### src/inc/fcd_defs.svh
`ifndef FCD_DEFS_SVH
`define FCD_DEFS_SVH
// ==========================================
// register offsets (port index, one byte wide)
`define FCD_OFS_CH_ADDR0 4'h0
`define FCD_OFS_CH_CNT0 4'h1
`define FCD_OFS_MODE_SET 4'h8
`define FCD_OFS_STATUS 4'h8
// ==========================================
// count register fields
`define FCD_CNT_RD_BIT 15
`define FCD_CNT_WR_BIT 14
`define FCD_CNT_MSB 13
// ==========================================
// mode-set fields
`define FCD_MS_AUTO_RELOAD 7
`define FCD_MS_STOP_END 6
`define FCD_MS_EXT_WRITE 5
`define FCD_MS_ROT_PRIO 4
`define FCD_MS_RESET 8'h00
`define FCD_STATUS_RELOAD_BIT 4
`define FCD_MARK_MASK 7'h7F
// ==========================================
// host register map (avalon word index)
`define FCD_HR_CTRL 3'h0
`define FCD_HR_WDATA 3'h1
`define FCD_HR_RDATA 3'h2
`define FCD_HR_STATUS 3'h3
`define FCD_HR_HOLD 3'h4
`endif

### src/inc/fcd_pkg.sv
package fcd_pkg;
   typedef enum logic [1:0] {
      FCD_VERIFY,
      FCD_WRITE,
      FCD_READ,
      FCD_ILLEGAL
   } fcd_xfer_e;
endpackage

### src/inc/fcd_link_if.sv
`timescale 1ns/100ps
// ==========================================
// link between the dma device and its host/peripheral side
interface fcd_link_if;
   logic [3:0] reg_addr;
   logic reg_wr;
   logic reg_rd;
   logic [7:0] reg_wdata;
   logic [7:0] reg_rdata;
   logic [3:0] dma_request;
   logic hold_request;
   logic hold_grant;
   logic [3:0] channel_grant;
   logic address_enable;
   logic [7:0] addr_low;
   logic [7:0] data_out;
   logic data_oe;
   logic mem_rd;
   logic mem_wr;
   logic io_rd;
   logic io_wr;
   logic terminal_count;
   logic mark;
   logic ready;
   modport device (input reg_addr, reg_wr, reg_rd, reg_wdata, dma_request, hold_grant,
      ready, output reg_rdata, hold_request, channel_grant, address_enable, addr_low,
      data_out, data_oe, mem_rd, mem_wr, io_rd, io_wr, terminal_count, mark);
   modport host (output reg_addr, reg_wr, reg_rd, reg_wdata, dma_request, hold_grant,
      ready, input reg_rdata, hold_request, channel_grant, address_enable, addr_low,
      data_out, data_oe, mem_rd, mem_wr, io_rd, io_wr, terminal_count, mark);
endinterface

### src/hw/fcd_device.sv
// Chosen here: the Avalon-MM interface to the registers.
`timescale 1ns/100ps
`include "fcd_defs.svh"
module fcd_device #(
   parameter int CHANNELS = 4
) (
   input wire logic ref_clk_in,
   input wire logic resetn_in,
   fcd_link_if.device link
);
   typedef enum logic [2:0] {
      FCD_IDLE, FCD_GRANT_WAIT, FCD_S0, FCD_S1, FCD_S2, FCD_S3, FCD_SW, FCD_S4
   } fcd_state_e;
   // ==========================================
   // registers
   logic [15:0] addr_reg [CHANNELS];
   logic [15:0] cnt_reg [CHANNELS];
   logic [7:0] mode_reg;
   logic [CHANNELS-1:0] done_reg;
   logic reload_reg;
   logic toggle_reg;
   logic [7:0] rdata_reg;
   fcd_state_e state_reg;
   logic [1:0] sel_reg;
   logic hrq_reg, aen_reg, memrd_reg, memwr_reg, iord_reg, iowr_reg, tc_reg, mark_reg;
   logic oe_reg;
   logic [7:0] alow_reg, dout_reg;
   logic [CHANNELS-1:0] channel_grant_out_reg;
   // ==========================================
   // decode
   wire [2:0] reg_ch = link.reg_addr[3:1];
   wire is_chan = (link.reg_addr < `FCD_OFS_MODE_SET);
   wire is_cnt = link.reg_addr[0];
   wire [CHANNELS-1:0] live_req = link.dma_request & mode_reg[CHANNELS-1:0];
   wire any_req = |live_req;
   wire [1:0] pick = live_req[0] ? 2'h0 : live_req[1] ? 2'h1 : live_req[2] ? 2'h2 : 2'h3;
   wire [15:0] sel_cnt = cnt_reg[sel_reg];
   wire [15:0] sel_addr = addr_reg[sel_reg];
   fcd_pkg::fcd_xfer_e xfer;
   assign xfer = fcd_pkg::fcd_xfer_e'({sel_cnt[`FCD_CNT_RD_BIT], sel_cnt[`FCD_CNT_WR_BIT]});
   wire is_verify = (xfer == fcd_pkg::FCD_VERIFY);
   wire is_last = (sel_cnt[`FCD_CNT_MSB:0] == 14'h0000);
   wire mark_hit = (sel_cnt[6:0] == `FCD_MARK_MASK) && !is_last;
   wire ext_wr = mode_reg[`FCD_MS_EXT_WRITE];
   wire stop_end = mode_reg[`FCD_MS_STOP_END];
   // ==========================================
   // register port with byte toggle
   genvar g;
   generate
      for (g = 0; g < CHANNELS; g++) begin : g_ch
         always_ff @(posedge ref_clk_in) begin
            if (link.reg_wr && is_chan && reg_ch == 3'(g)) begin
               if (is_cnt) begin
                  if (toggle_reg) cnt_reg[g][15:8] <= link.reg_wdata;
                  else cnt_reg[g][7:0] <= link.reg_wdata;
               end else begin
                  if (toggle_reg) addr_reg[g][15:8] <= link.reg_wdata;
                  else addr_reg[g][7:0] <= link.reg_wdata;
               end
            end else if (state_reg == FCD_S4 && sel_reg == 2'(g)) begin
               addr_reg[g] <= addr_reg[g] + 16'h0001;
               cnt_reg[g][`FCD_CNT_MSB:0] <= cnt_reg[g][`FCD_CNT_MSB:0] - 14'h0001;
            end
         end
      end
   endgenerate
   wire [15:0] rd_word = is_cnt ? cnt_reg[reg_ch[1:0]] : addr_reg[reg_ch[1:0]];
   wire [7:0] rd_chan = toggle_reg ? rd_word[15:8] : rd_word[7:0];
   wire [7:0] status_val = {3'b000, reload_reg, done_reg};
   wire [7:0] rd_next = is_chan ? rd_chan : status_val;
   always_ff @(posedge ref_clk_in) begin
      if (!resetn_in) begin
         toggle_reg <= 1'b0;
         mode_reg <= `FCD_MS_RESET;
         rdata_reg <= 8'h00;
      end else begin
         if ((link.reg_wr || link.reg_rd) && is_chan) toggle_reg <= ~toggle_reg;
         else if (link.reg_wr && !is_chan) toggle_reg <= 1'b0;
         if (link.reg_wr && link.reg_addr == `FCD_OFS_MODE_SET) mode_reg <= link.reg_wdata;
         if (link.reg_rd) rdata_reg <= rd_next;
      end
   end
   // status: done set wins over read clear
   wire done_evt = (state_reg == FCD_S4) && is_last;
   wire stat_rd = link.reg_rd && link.reg_addr == `FCD_OFS_STATUS;
   always_ff @(posedge ref_clk_in) begin
      if (!resetn_in) begin
         done_reg <= '0;
         reload_reg <= 1'b0;
      end else begin
         for (int i = 0; i < CHANNELS; i++) begin
            if (done_evt && sel_reg == 2'(i)) done_reg[i] <= 1'b1;
            else if (stat_rd) done_reg[i] <= 1'b0;
         end
         reload_reg <= mode_reg[`FCD_MS_AUTO_RELOAD] && !(stat_rd && !done_evt);
      end
   end
   // ==========================================
   // transfer sequencer
   always_ff @(posedge ref_clk_in) begin
      if (!resetn_in) begin
         state_reg <= FCD_IDLE;
         sel_reg <= 2'h0;
      end else begin
         case (state_reg)
            FCD_IDLE: if (any_req) state_reg <= FCD_GRANT_WAIT;
            FCD_GRANT_WAIT: if (!any_req) state_reg <= FCD_IDLE;
               else if (link.hold_grant) state_reg <= FCD_S0;
            FCD_S0: begin
               sel_reg <= pick;
               state_reg <= FCD_S1;
            end
            FCD_S1: state_reg <= FCD_S2;
            FCD_S2: state_reg <= FCD_S3;
            FCD_S3: state_reg <= (link.ready || is_verify) ? FCD_S4 : FCD_SW;
            FCD_SW: if (link.ready) state_reg <= FCD_S4;
            FCD_S4: state_reg <= FCD_IDLE;
            default: state_reg <= FCD_IDLE;
         endcase
      end
   end
   // ==========================================
   // outputs, all registered
   wire in_s2 = state_reg == FCD_S2;
   wire in_s3 = state_reg == FCD_S3 || state_reg == FCD_SW;
   wire going_s1 = state_reg == FCD_S0;
   wire going_s2 = state_reg == FCD_S1;
   wire going_s3 = in_s2 || (in_s3 && state_reg == FCD_SW && !link.ready);
   wire hold_s3 = state_reg == FCD_S3 && !(link.ready || is_verify);
   wire s3_next = going_s3 || hold_s3;
   wire rd_on = going_s2 || s3_next; // strobe from S2 until end of S3
   wire wr_on = s3_next || (ext_wr && going_s2);
   wire rd_mode = xfer == fcd_pkg::FCD_READ;
   wire wr_mode = xfer == fcd_pkg::FCD_WRITE;
   wire [CHANNELS-1:0] sel_onehot = {{(CHANNELS-1){1'b0}}, 1'b1} << sel_reg;
   always_ff @(posedge ref_clk_in) begin
      if (!resetn_in) begin
         hrq_reg <= 1'b0;
         aen_reg <= 1'b0;
         oe_reg <= 1'b0;
         alow_reg <= 8'h00;
         dout_reg <= 8'h00;
         channel_grant_out_reg <= '0;
         memrd_reg <= 1'b0;
         memwr_reg <= 1'b0;
         iord_reg <= 1'b0;
         iowr_reg <= 1'b0;
         tc_reg <= 1'b0;
         mark_reg <= 1'b0;
      end else begin
         hrq_reg <= (state_reg != FCD_IDLE && state_reg != FCD_S4) || any_req;
         aen_reg <= going_s1 || (state_reg != FCD_IDLE && state_reg != FCD_GRANT_WAIT
            && state_reg != FCD_S0 && state_reg != FCD_S4);
         oe_reg <= going_s1;
         alow_reg <= going_s1 ? addr_reg[pick][7:0] : sel_addr[7:0];
         dout_reg <= addr_reg[pick][15:8];
         channel_grant_out_reg <= (going_s2 || s3_next) ? sel_onehot : '0;
         memrd_reg <= rd_mode && rd_on;
         iowr_reg <= rd_mode && wr_on;
         iord_reg <= wr_mode && rd_on;
         memwr_reg <= wr_mode && wr_on;
         tc_reg <= s3_next && is_last && (stop_end || 1'b1);
         mark_reg <= s3_next && mark_hit;
      end
   end
   assign link.hold_request = hrq_reg;
   assign link.address_enable = aen_reg;
   assign link.data_oe = oe_reg;
   assign link.addr_low = alow_reg;
   assign link.data_out = dout_reg;
   assign link.channel_grant = channel_grant_out_reg;
   assign link.mem_rd = memrd_reg;
   assign link.mem_wr = memwr_reg;
   assign link.io_rd = iord_reg;
   assign link.io_wr = iowr_reg;
   assign link.terminal_count = tc_reg;
   assign link.mark = mark_reg;
   assign link.reg_rdata = rdata_reg;
endmodule // fcd_device

### src/flat_wrapper.sv
// flat-port wrapper written by rule: the top's interface ports become plain ports
module fcd_device_flat 
#(
   parameter int CHANNELS = 4
)
  (ref_clk_in, resetn_in, link_reg_addr, link_reg_wr, link_reg_rd, link_reg_wdata, link_dma_request, link_hold_grant, link_ready, link_reg_rdata, link_hold_request, link_channel_grant, link_address_enable, link_addr_low, link_data_out, link_data_oe, link_mem_rd, link_mem_wr, link_io_rd, link_io_wr, link_terminal_count, link_mark);
  fcd_link_if link_i ();
  input wire logic ref_clk_in;
  input wire logic resetn_in;
  input wire logic [$bits(link_i.reg_addr)-1:0] link_reg_addr;
  input wire logic [$bits(link_i.reg_wr)-1:0] link_reg_wr;
  input wire logic [$bits(link_i.reg_rd)-1:0] link_reg_rd;
  input wire logic [$bits(link_i.reg_wdata)-1:0] link_reg_wdata;
  input wire logic [$bits(link_i.dma_request)-1:0] link_dma_request;
  input wire logic [$bits(link_i.hold_grant)-1:0] link_hold_grant;
  input wire logic [$bits(link_i.ready)-1:0] link_ready;
  output wire logic [$bits(link_i.reg_rdata)-1:0] link_reg_rdata;
  output wire logic [$bits(link_i.hold_request)-1:0] link_hold_request;
  output wire logic [$bits(link_i.channel_grant)-1:0] link_channel_grant;
  output wire logic [$bits(link_i.address_enable)-1:0] link_address_enable;
  output wire logic [$bits(link_i.addr_low)-1:0] link_addr_low;
  output wire logic [$bits(link_i.data_out)-1:0] link_data_out;
  output wire logic [$bits(link_i.data_oe)-1:0] link_data_oe;
  output wire logic [$bits(link_i.mem_rd)-1:0] link_mem_rd;
  output wire logic [$bits(link_i.mem_wr)-1:0] link_mem_wr;
  output wire logic [$bits(link_i.io_rd)-1:0] link_io_rd;
  output wire logic [$bits(link_i.io_wr)-1:0] link_io_wr;
  output wire logic [$bits(link_i.terminal_count)-1:0] link_terminal_count;
  output wire logic [$bits(link_i.mark)-1:0] link_mark;
  assign link_i.reg_addr = link_reg_addr;
  assign link_i.reg_wr = link_reg_wr;
  assign link_i.reg_rd = link_reg_rd;
  assign link_i.reg_wdata = link_reg_wdata;
  assign link_i.dma_request = link_dma_request;
  assign link_i.hold_grant = link_hold_grant;
  assign link_i.ready = link_ready;
  assign link_reg_rdata = link_i.reg_rdata;
  assign link_hold_request = link_i.hold_request;
  assign link_channel_grant = link_i.channel_grant;
  assign link_address_enable = link_i.address_enable;
  assign link_addr_low = link_i.addr_low;
  assign link_data_out = link_i.data_out;
  assign link_data_oe = link_i.data_oe;
  assign link_mem_rd = link_i.mem_rd;
  assign link_mem_wr = link_i.mem_wr;
  assign link_io_rd = link_i.io_rd;
  assign link_io_wr = link_i.io_wr;
  assign link_terminal_count = link_i.terminal_count;
  assign link_mark = link_i.mark;
  fcd_device #(.CHANNELS(CHANNELS)) u_core (.ref_clk_in(ref_clk_in), .resetn_in(resetn_in), .link(link_i));
endmodule
### config.mk
export PLATFORM = sky130hd
export DESIGN_NAME = fcd_device_flat
export DESIGN_NICKNAME = d
export VERILOG_FILES = /design/src/inc/fcd_pkg.sv /design/src/inc/fcd_link_if.sv /design/src/hw/fcd_device.sv /design/src/flat_wrapper.sv
export VERILOG_INCLUDE_DIRS = /design/src /design/src/inc
export SDC_FILE = /design/constraint.sdc
export NUM_CORES = 1
export LEC_CHECK = 0
export BUFFER_PORTS_ARGS = -buffer_cell sky130_fd_sc_hd__buf_4
export CAP_MARGIN = 20
export CORE_MARGIN = 10
export CORE_UTILIZATION = 40
export DETAILED_ROUTE_END_ITERATION = 10
export PLACE_DENSITY = 0.53
export SLEW_MARGIN = 20
export SYNTH_ARGS = -nofsm -noshare
export SYNTH_HDL_FRONTEND = slang
export SYNTH_SLANG_ARGS = --single-unit
### constraint.sdc
create_clock -name ref_clk_in -period 5.1 [get_ports ref_clk_in]
set_input_delay 0.765 -clock ref_clk_in [delete_from_list [all_inputs] [get_ports ref_clk_in]]
set_output_delay 0.765 -clock ref_clk_in [all_outputs]
set_load 0.01 [all_outputs]
======== Word-level counts from Yosys, hierarchy flattened ========
Memories as Yosys holds them, arrays and structs flattened. A register that Yosys moved wholly into a read port is not among the register bits.
Cells that the tools add are included.
W data, S select, Z words.
storage, ports and cells
  bits in registers ....................... 56
  memory bits (writable) .................. 128
  bits of input ports ..................... 22
  output and inout port bits .............. 37
  logic and storage cells ................. 229
  memories ................................ 2
operators by class
  add/subtract/negate cells ............... 8
  $lt $le $gt $ge ......................... 1
  equality and inequality tests ........... 23
  shift operators ......................... 1
  mux-type cells .......................... 90
  bitwise logic cells ..................... 18
  reduce and logical (&&, ||, !) cells .... 64
memories
  memory           words  bits a word  rd ports  clocked after memory_dff  write ports  RTL line          text
  u_core.addr_reg  4      16           7         1                         4            fcd_device.sv:16  logic [15:0] addr_reg [CHANNELS];
  u_core.cnt_reg   4      16           6         1                         4            fcd_device.sv:17  logic [15:0] cnt_reg [CHANNELS];
operator list
  cell                     count
  $mux W8                  15
  $add A16 B1 Y16 const B  4
  $mux W1                  59
  $sub A14 B1 Y14 const B  4
  $logic_and A1 B1 Y1      35
  $mux W6                  4
  $pmux W3 S8              1
  $mux W16                 1
  $or A1 B1 Y1             16
  $logic_not A14 Y1        1
  $eq A3 B2 Y1 const B     4
  $eq A3 B3 Y1 const B     4
  $mux W2                  6
  $mux W3                  4
  $reduce_bool A2 Y1       5
  $logic_or A1 B1 Y1       9
  $eq A7 B7 Y1 const B     1
  $eq A2 B2 Y1 const B     3
  $eq A3 B1 Y1 const B     2
  $logic_not A1 Y1         6
  $logic_not A3 Y1         2
  $ne A3 B3 Y1 const B     2
  $and A4 B4 Y4            1
  $eq A2 B1 Y1 const B     2
  13 further kinds         14

======== Depth between registers and ports, before layout ========
  depth in word-level cells ............... 8
  depth in mapped cells ................... 9

======== Worst setup path before layout ========
OpenSTA, ideal clock, no wires.
  kind .................................... input-to-reg
  start ................................... in link_reg_wr
  end ..................................... mem u_core.addr_reg[1][0] (enable)
  setup time .............................. 0.398 ns
  arrival time ............................ 2.497 ns
  required time ........................... 4.702 ns
  setup slack ............................. 2.205 ns
  stages .................................. 5
  buffers on the path ..................... 2
  path through ............................ clkbuf_1 nor2b_1 clkbuf_1 nand2_1 o41ai_1
RTL lines
  element             RTL line            text
  start: declaration  flat_wrapper.sv:11  input wire logic [$bits(link_i.reg_wr)-1:0] link_reg_wr;
  end: declaration    fcd_device.sv:16

==> impl_metrics.yaml <==
sta:
  period_share: 0.578
  tightest_slew_ps: 1100
  hold_viol_final: 0
  finalSetupViolations: 0
  period_needed_ps: 2950
  fmax_mhz: 339
  skew_ps: 13.2
  hold_slack_ps: 455
  rsz0062_at_grt: "false"
  layout_setup_ws_ps: 2150
  slew_headroom: 0.269
  setup-tns-final_ps: 0
  slew_violations: 0
route:
  vias: 8797
  drt_iter0_drc: 843
  wire_per_inst_microns: 25.8
  dr.pass1.iters: 5
  drc: 0
  ant_nets: 0
  vias_per_cell: 6.23
  wl_microns: 36500
yosys:
  syn-cell-area_sq_um: 10700
  async_flop_share: 0
  synth_area_per_cell_sq_um: 10.3
  synthFlopType: "edfxtp_1"
  yosys.area.top_type: "edfxtp_1"
  syn-num-nets: 1071
  synth_top_area_frac: 0.358
  synth.distinct_cells: 57
  synth-edff-count: 128
  synth_warnings: 0
  yosysSeqAreaShare: 0.462
  synth_cells: 1041
  synth_top_cells_by_area: "edfxtp_1 36%, dfxtp_1 10%, mux4_2 9.2%"
  synth-seq-cells: 184
grt:
  grt_pass1_wl_microns: 53800
  grt_util_met3: 0.0559
  grt_usage: 0.214
  use_met1: 0.288
  grt_antenna_before_repair: 0
  met2_usage: 0.332
  grt_pass1_vias: 8276
  top_usage_layer: "met2"
  grt_max_degree: 47
  gr-total-overflow: 0
power:
  vdd_ir_drop_max_uv: 192
  pwr-share-seq: 0.498
  power_leakage_nw: 4.02
  p_clk_frac: 0.434
  p_sw_frac: 0.241
  power.share.combinational: 0.069
  power.density_nw_per_um2: 271
  p_int_mw: 2.49
  switching_power_mw: 0.789
  power_mw: 3.28
clock_tree:
  tritoncts: "done"
  cts_resized: 0
  clkSinkCount: 184
  clock_path_buffers: 2
  cts_setup_buffers: 0
  worstSkewPairLatency_ps: 450
  cts_buffers: 17
  cts_root_buffer: "clkbuf_16"
  htree_levels: 4
  clkTransAtPathRegs_ps: 70
  cts_hold_buf: 0
worst_setup_path:
  slowest_delay_ps: 1000
  critPathKind: "reg2reg"
  r2r_slack_ps: 2150
  reg2reg_depth: 5
  cp.required_ps: 5470
  endpoint_kind: "flop"
  critPathLaunchType: "flop"
  slowest_stage: "dfxtp_1"
  critPathMaxFanout: 18
  arrival_ps: 3310
  crit_chain: "mux4_1, or2_2, a2111oi_4, nand3_4, o31ai_2"
floorplan:
  core_sq_um: 26300
  die_x_microns: 184
  start_util: 0.409
  io_pins: 59
  die_y_microns: 184
  dieArea_sq_um: 33800
  num_rows: 59
placed_design:
  placed_cell_area_sq_um: 11500
  gp_congestion: 0.986
  post-dp-hpwl_microns: 27700
  portBuffers: 58
  dpl_worst_slack_ps: 1820
layout:
  nets: 1096
  areaGrowthSynthToFinish_pct: 12.5
  drive_gt1_frac: 0.154
  diodes: 0
  stdcell_area_sq_um: 12100
  n_fill_cell: 2523
min_path:
  min_path_cells: 2
  hp-class: "reg2reg"
flow_run:
  drv_cap: 0
outcome:
  outcome: "finished clean"
-- cells in the mapped netlist (4+ instances only) --
cell type / n
xnor2_1: 44
nand2b_1: 5
nor2_1: 97
o21ai_0: 34
nand3_1: 48
and3_1: 14
inv_1: 15
and2_1: 5
ha_1: 8
mux4_2: 44
nor3_1: 18
a31oi_1: 6
mux4_1: 5
nand2_1: 83
a21oi_1: 143
nor4_1: 12
o21a_1: 6
buf_1: 5
nand4_1: 12
a311oi_1: 15
or2_2: 8
clkbuf_1: 56
or3_1: 20
nor2b_1: 14
xor2_1: 54
a22oi_1: 16
and4_1: 4
or4_1: 4
a21boi_0: 9
o31ai_1: 4
mux2i_1: 4
dfxtp_1: 56
edfxtp_1: 128
nand3b_1: 4
-- cells in the final DEF (no fill, tap or decap), drive strengths merged, types with 22 or more instances in the layout --
cell type    n
a21oi      143
edfxtp     128
nor2        97
nand2       83
buf         73
dfxtp       56
xor2        54
nand3       49
mux4        49
xnor2       44
o21ai       37
clkbuf      24
inv         22
-- final timing paths --
path                                           end               start
worst max-delay path            u_core.done_reg[0]                flop
worst min register to register  u_core.done_reg[2]  u_core.done_reg[2]
worst max register to register  u_core.done_reg[0]                flop
worst min-delay path            u_core.done_reg[2]  u_core.done_reg[2]
-- worst max-delay path: cells and delay by family, from the launching register on --
kind | cells | cell delay (ps)
AOI/OAI and AO/OA | 2 | 600
DFF | 1 | 1000
muxes | 1 | 740
and+or+nand+nor | 2 | 500
-- power by group through the flow --
stage                     combinational [mW]  sequential [mW]  clock, mW
final                                  0.225             1.63       1.42
after global routing                   0.241             1.63       1.51
after CTS                              0.224             1.63       1.43
after detailed placement               0.223             1.66          0
after global placement                 0.221             1.66          0
after floorplan                        0.131             1.66          0
-- cell type report --
class	instances	area, sq um	area share
multi-input combinational	774	5440	0.451
sequential	184	4960	0.411
timing repair buffer	74	573	0.0474
clock buffer	23	564	0.0467
tap	335	419	0.0347
clock inverter	8	61.3	0.00507
inverter	15	56.3	0.00466
-- cell families (layout without fill, tap and decap cells) --
family          after synthesis  in the layout  share of synthesized area
xor+xnor                     98             98                     0.0799
buf+inv                      83            120                     0.0328
compound gates              255            255                      0.142
simple gates                359            359                      0.165
fa+ha+maj                     8              8                    0.00932
mux                          54             54                      0.109
flops                       184            184                      0.462
-- metrics by stage --
| step | utilization | std cells |
|---|---|---|
| after floorplan | - | 1041 |
| after detailed placement | 0.436 | 1381 |
| final | 0.460 | 1413 |
| after CTS | 0.460 | 1412 |
| after global placement | 0.435 | 1380 |
| after global routing | 0.460 | 1413 |
-- layer usage --
| metal | part of all wire | vias to the layer above |
|---|---|---|
| li1 | - | 3960 |
| met4 | 0.024 | 0 |
| met5 | 0 | - |
| met1 | 0.43 | 4365 |
| met3 | 0.093 | 56 |
| met2 | 0.46 | 416 |
(Power assumes the default switching activity.)
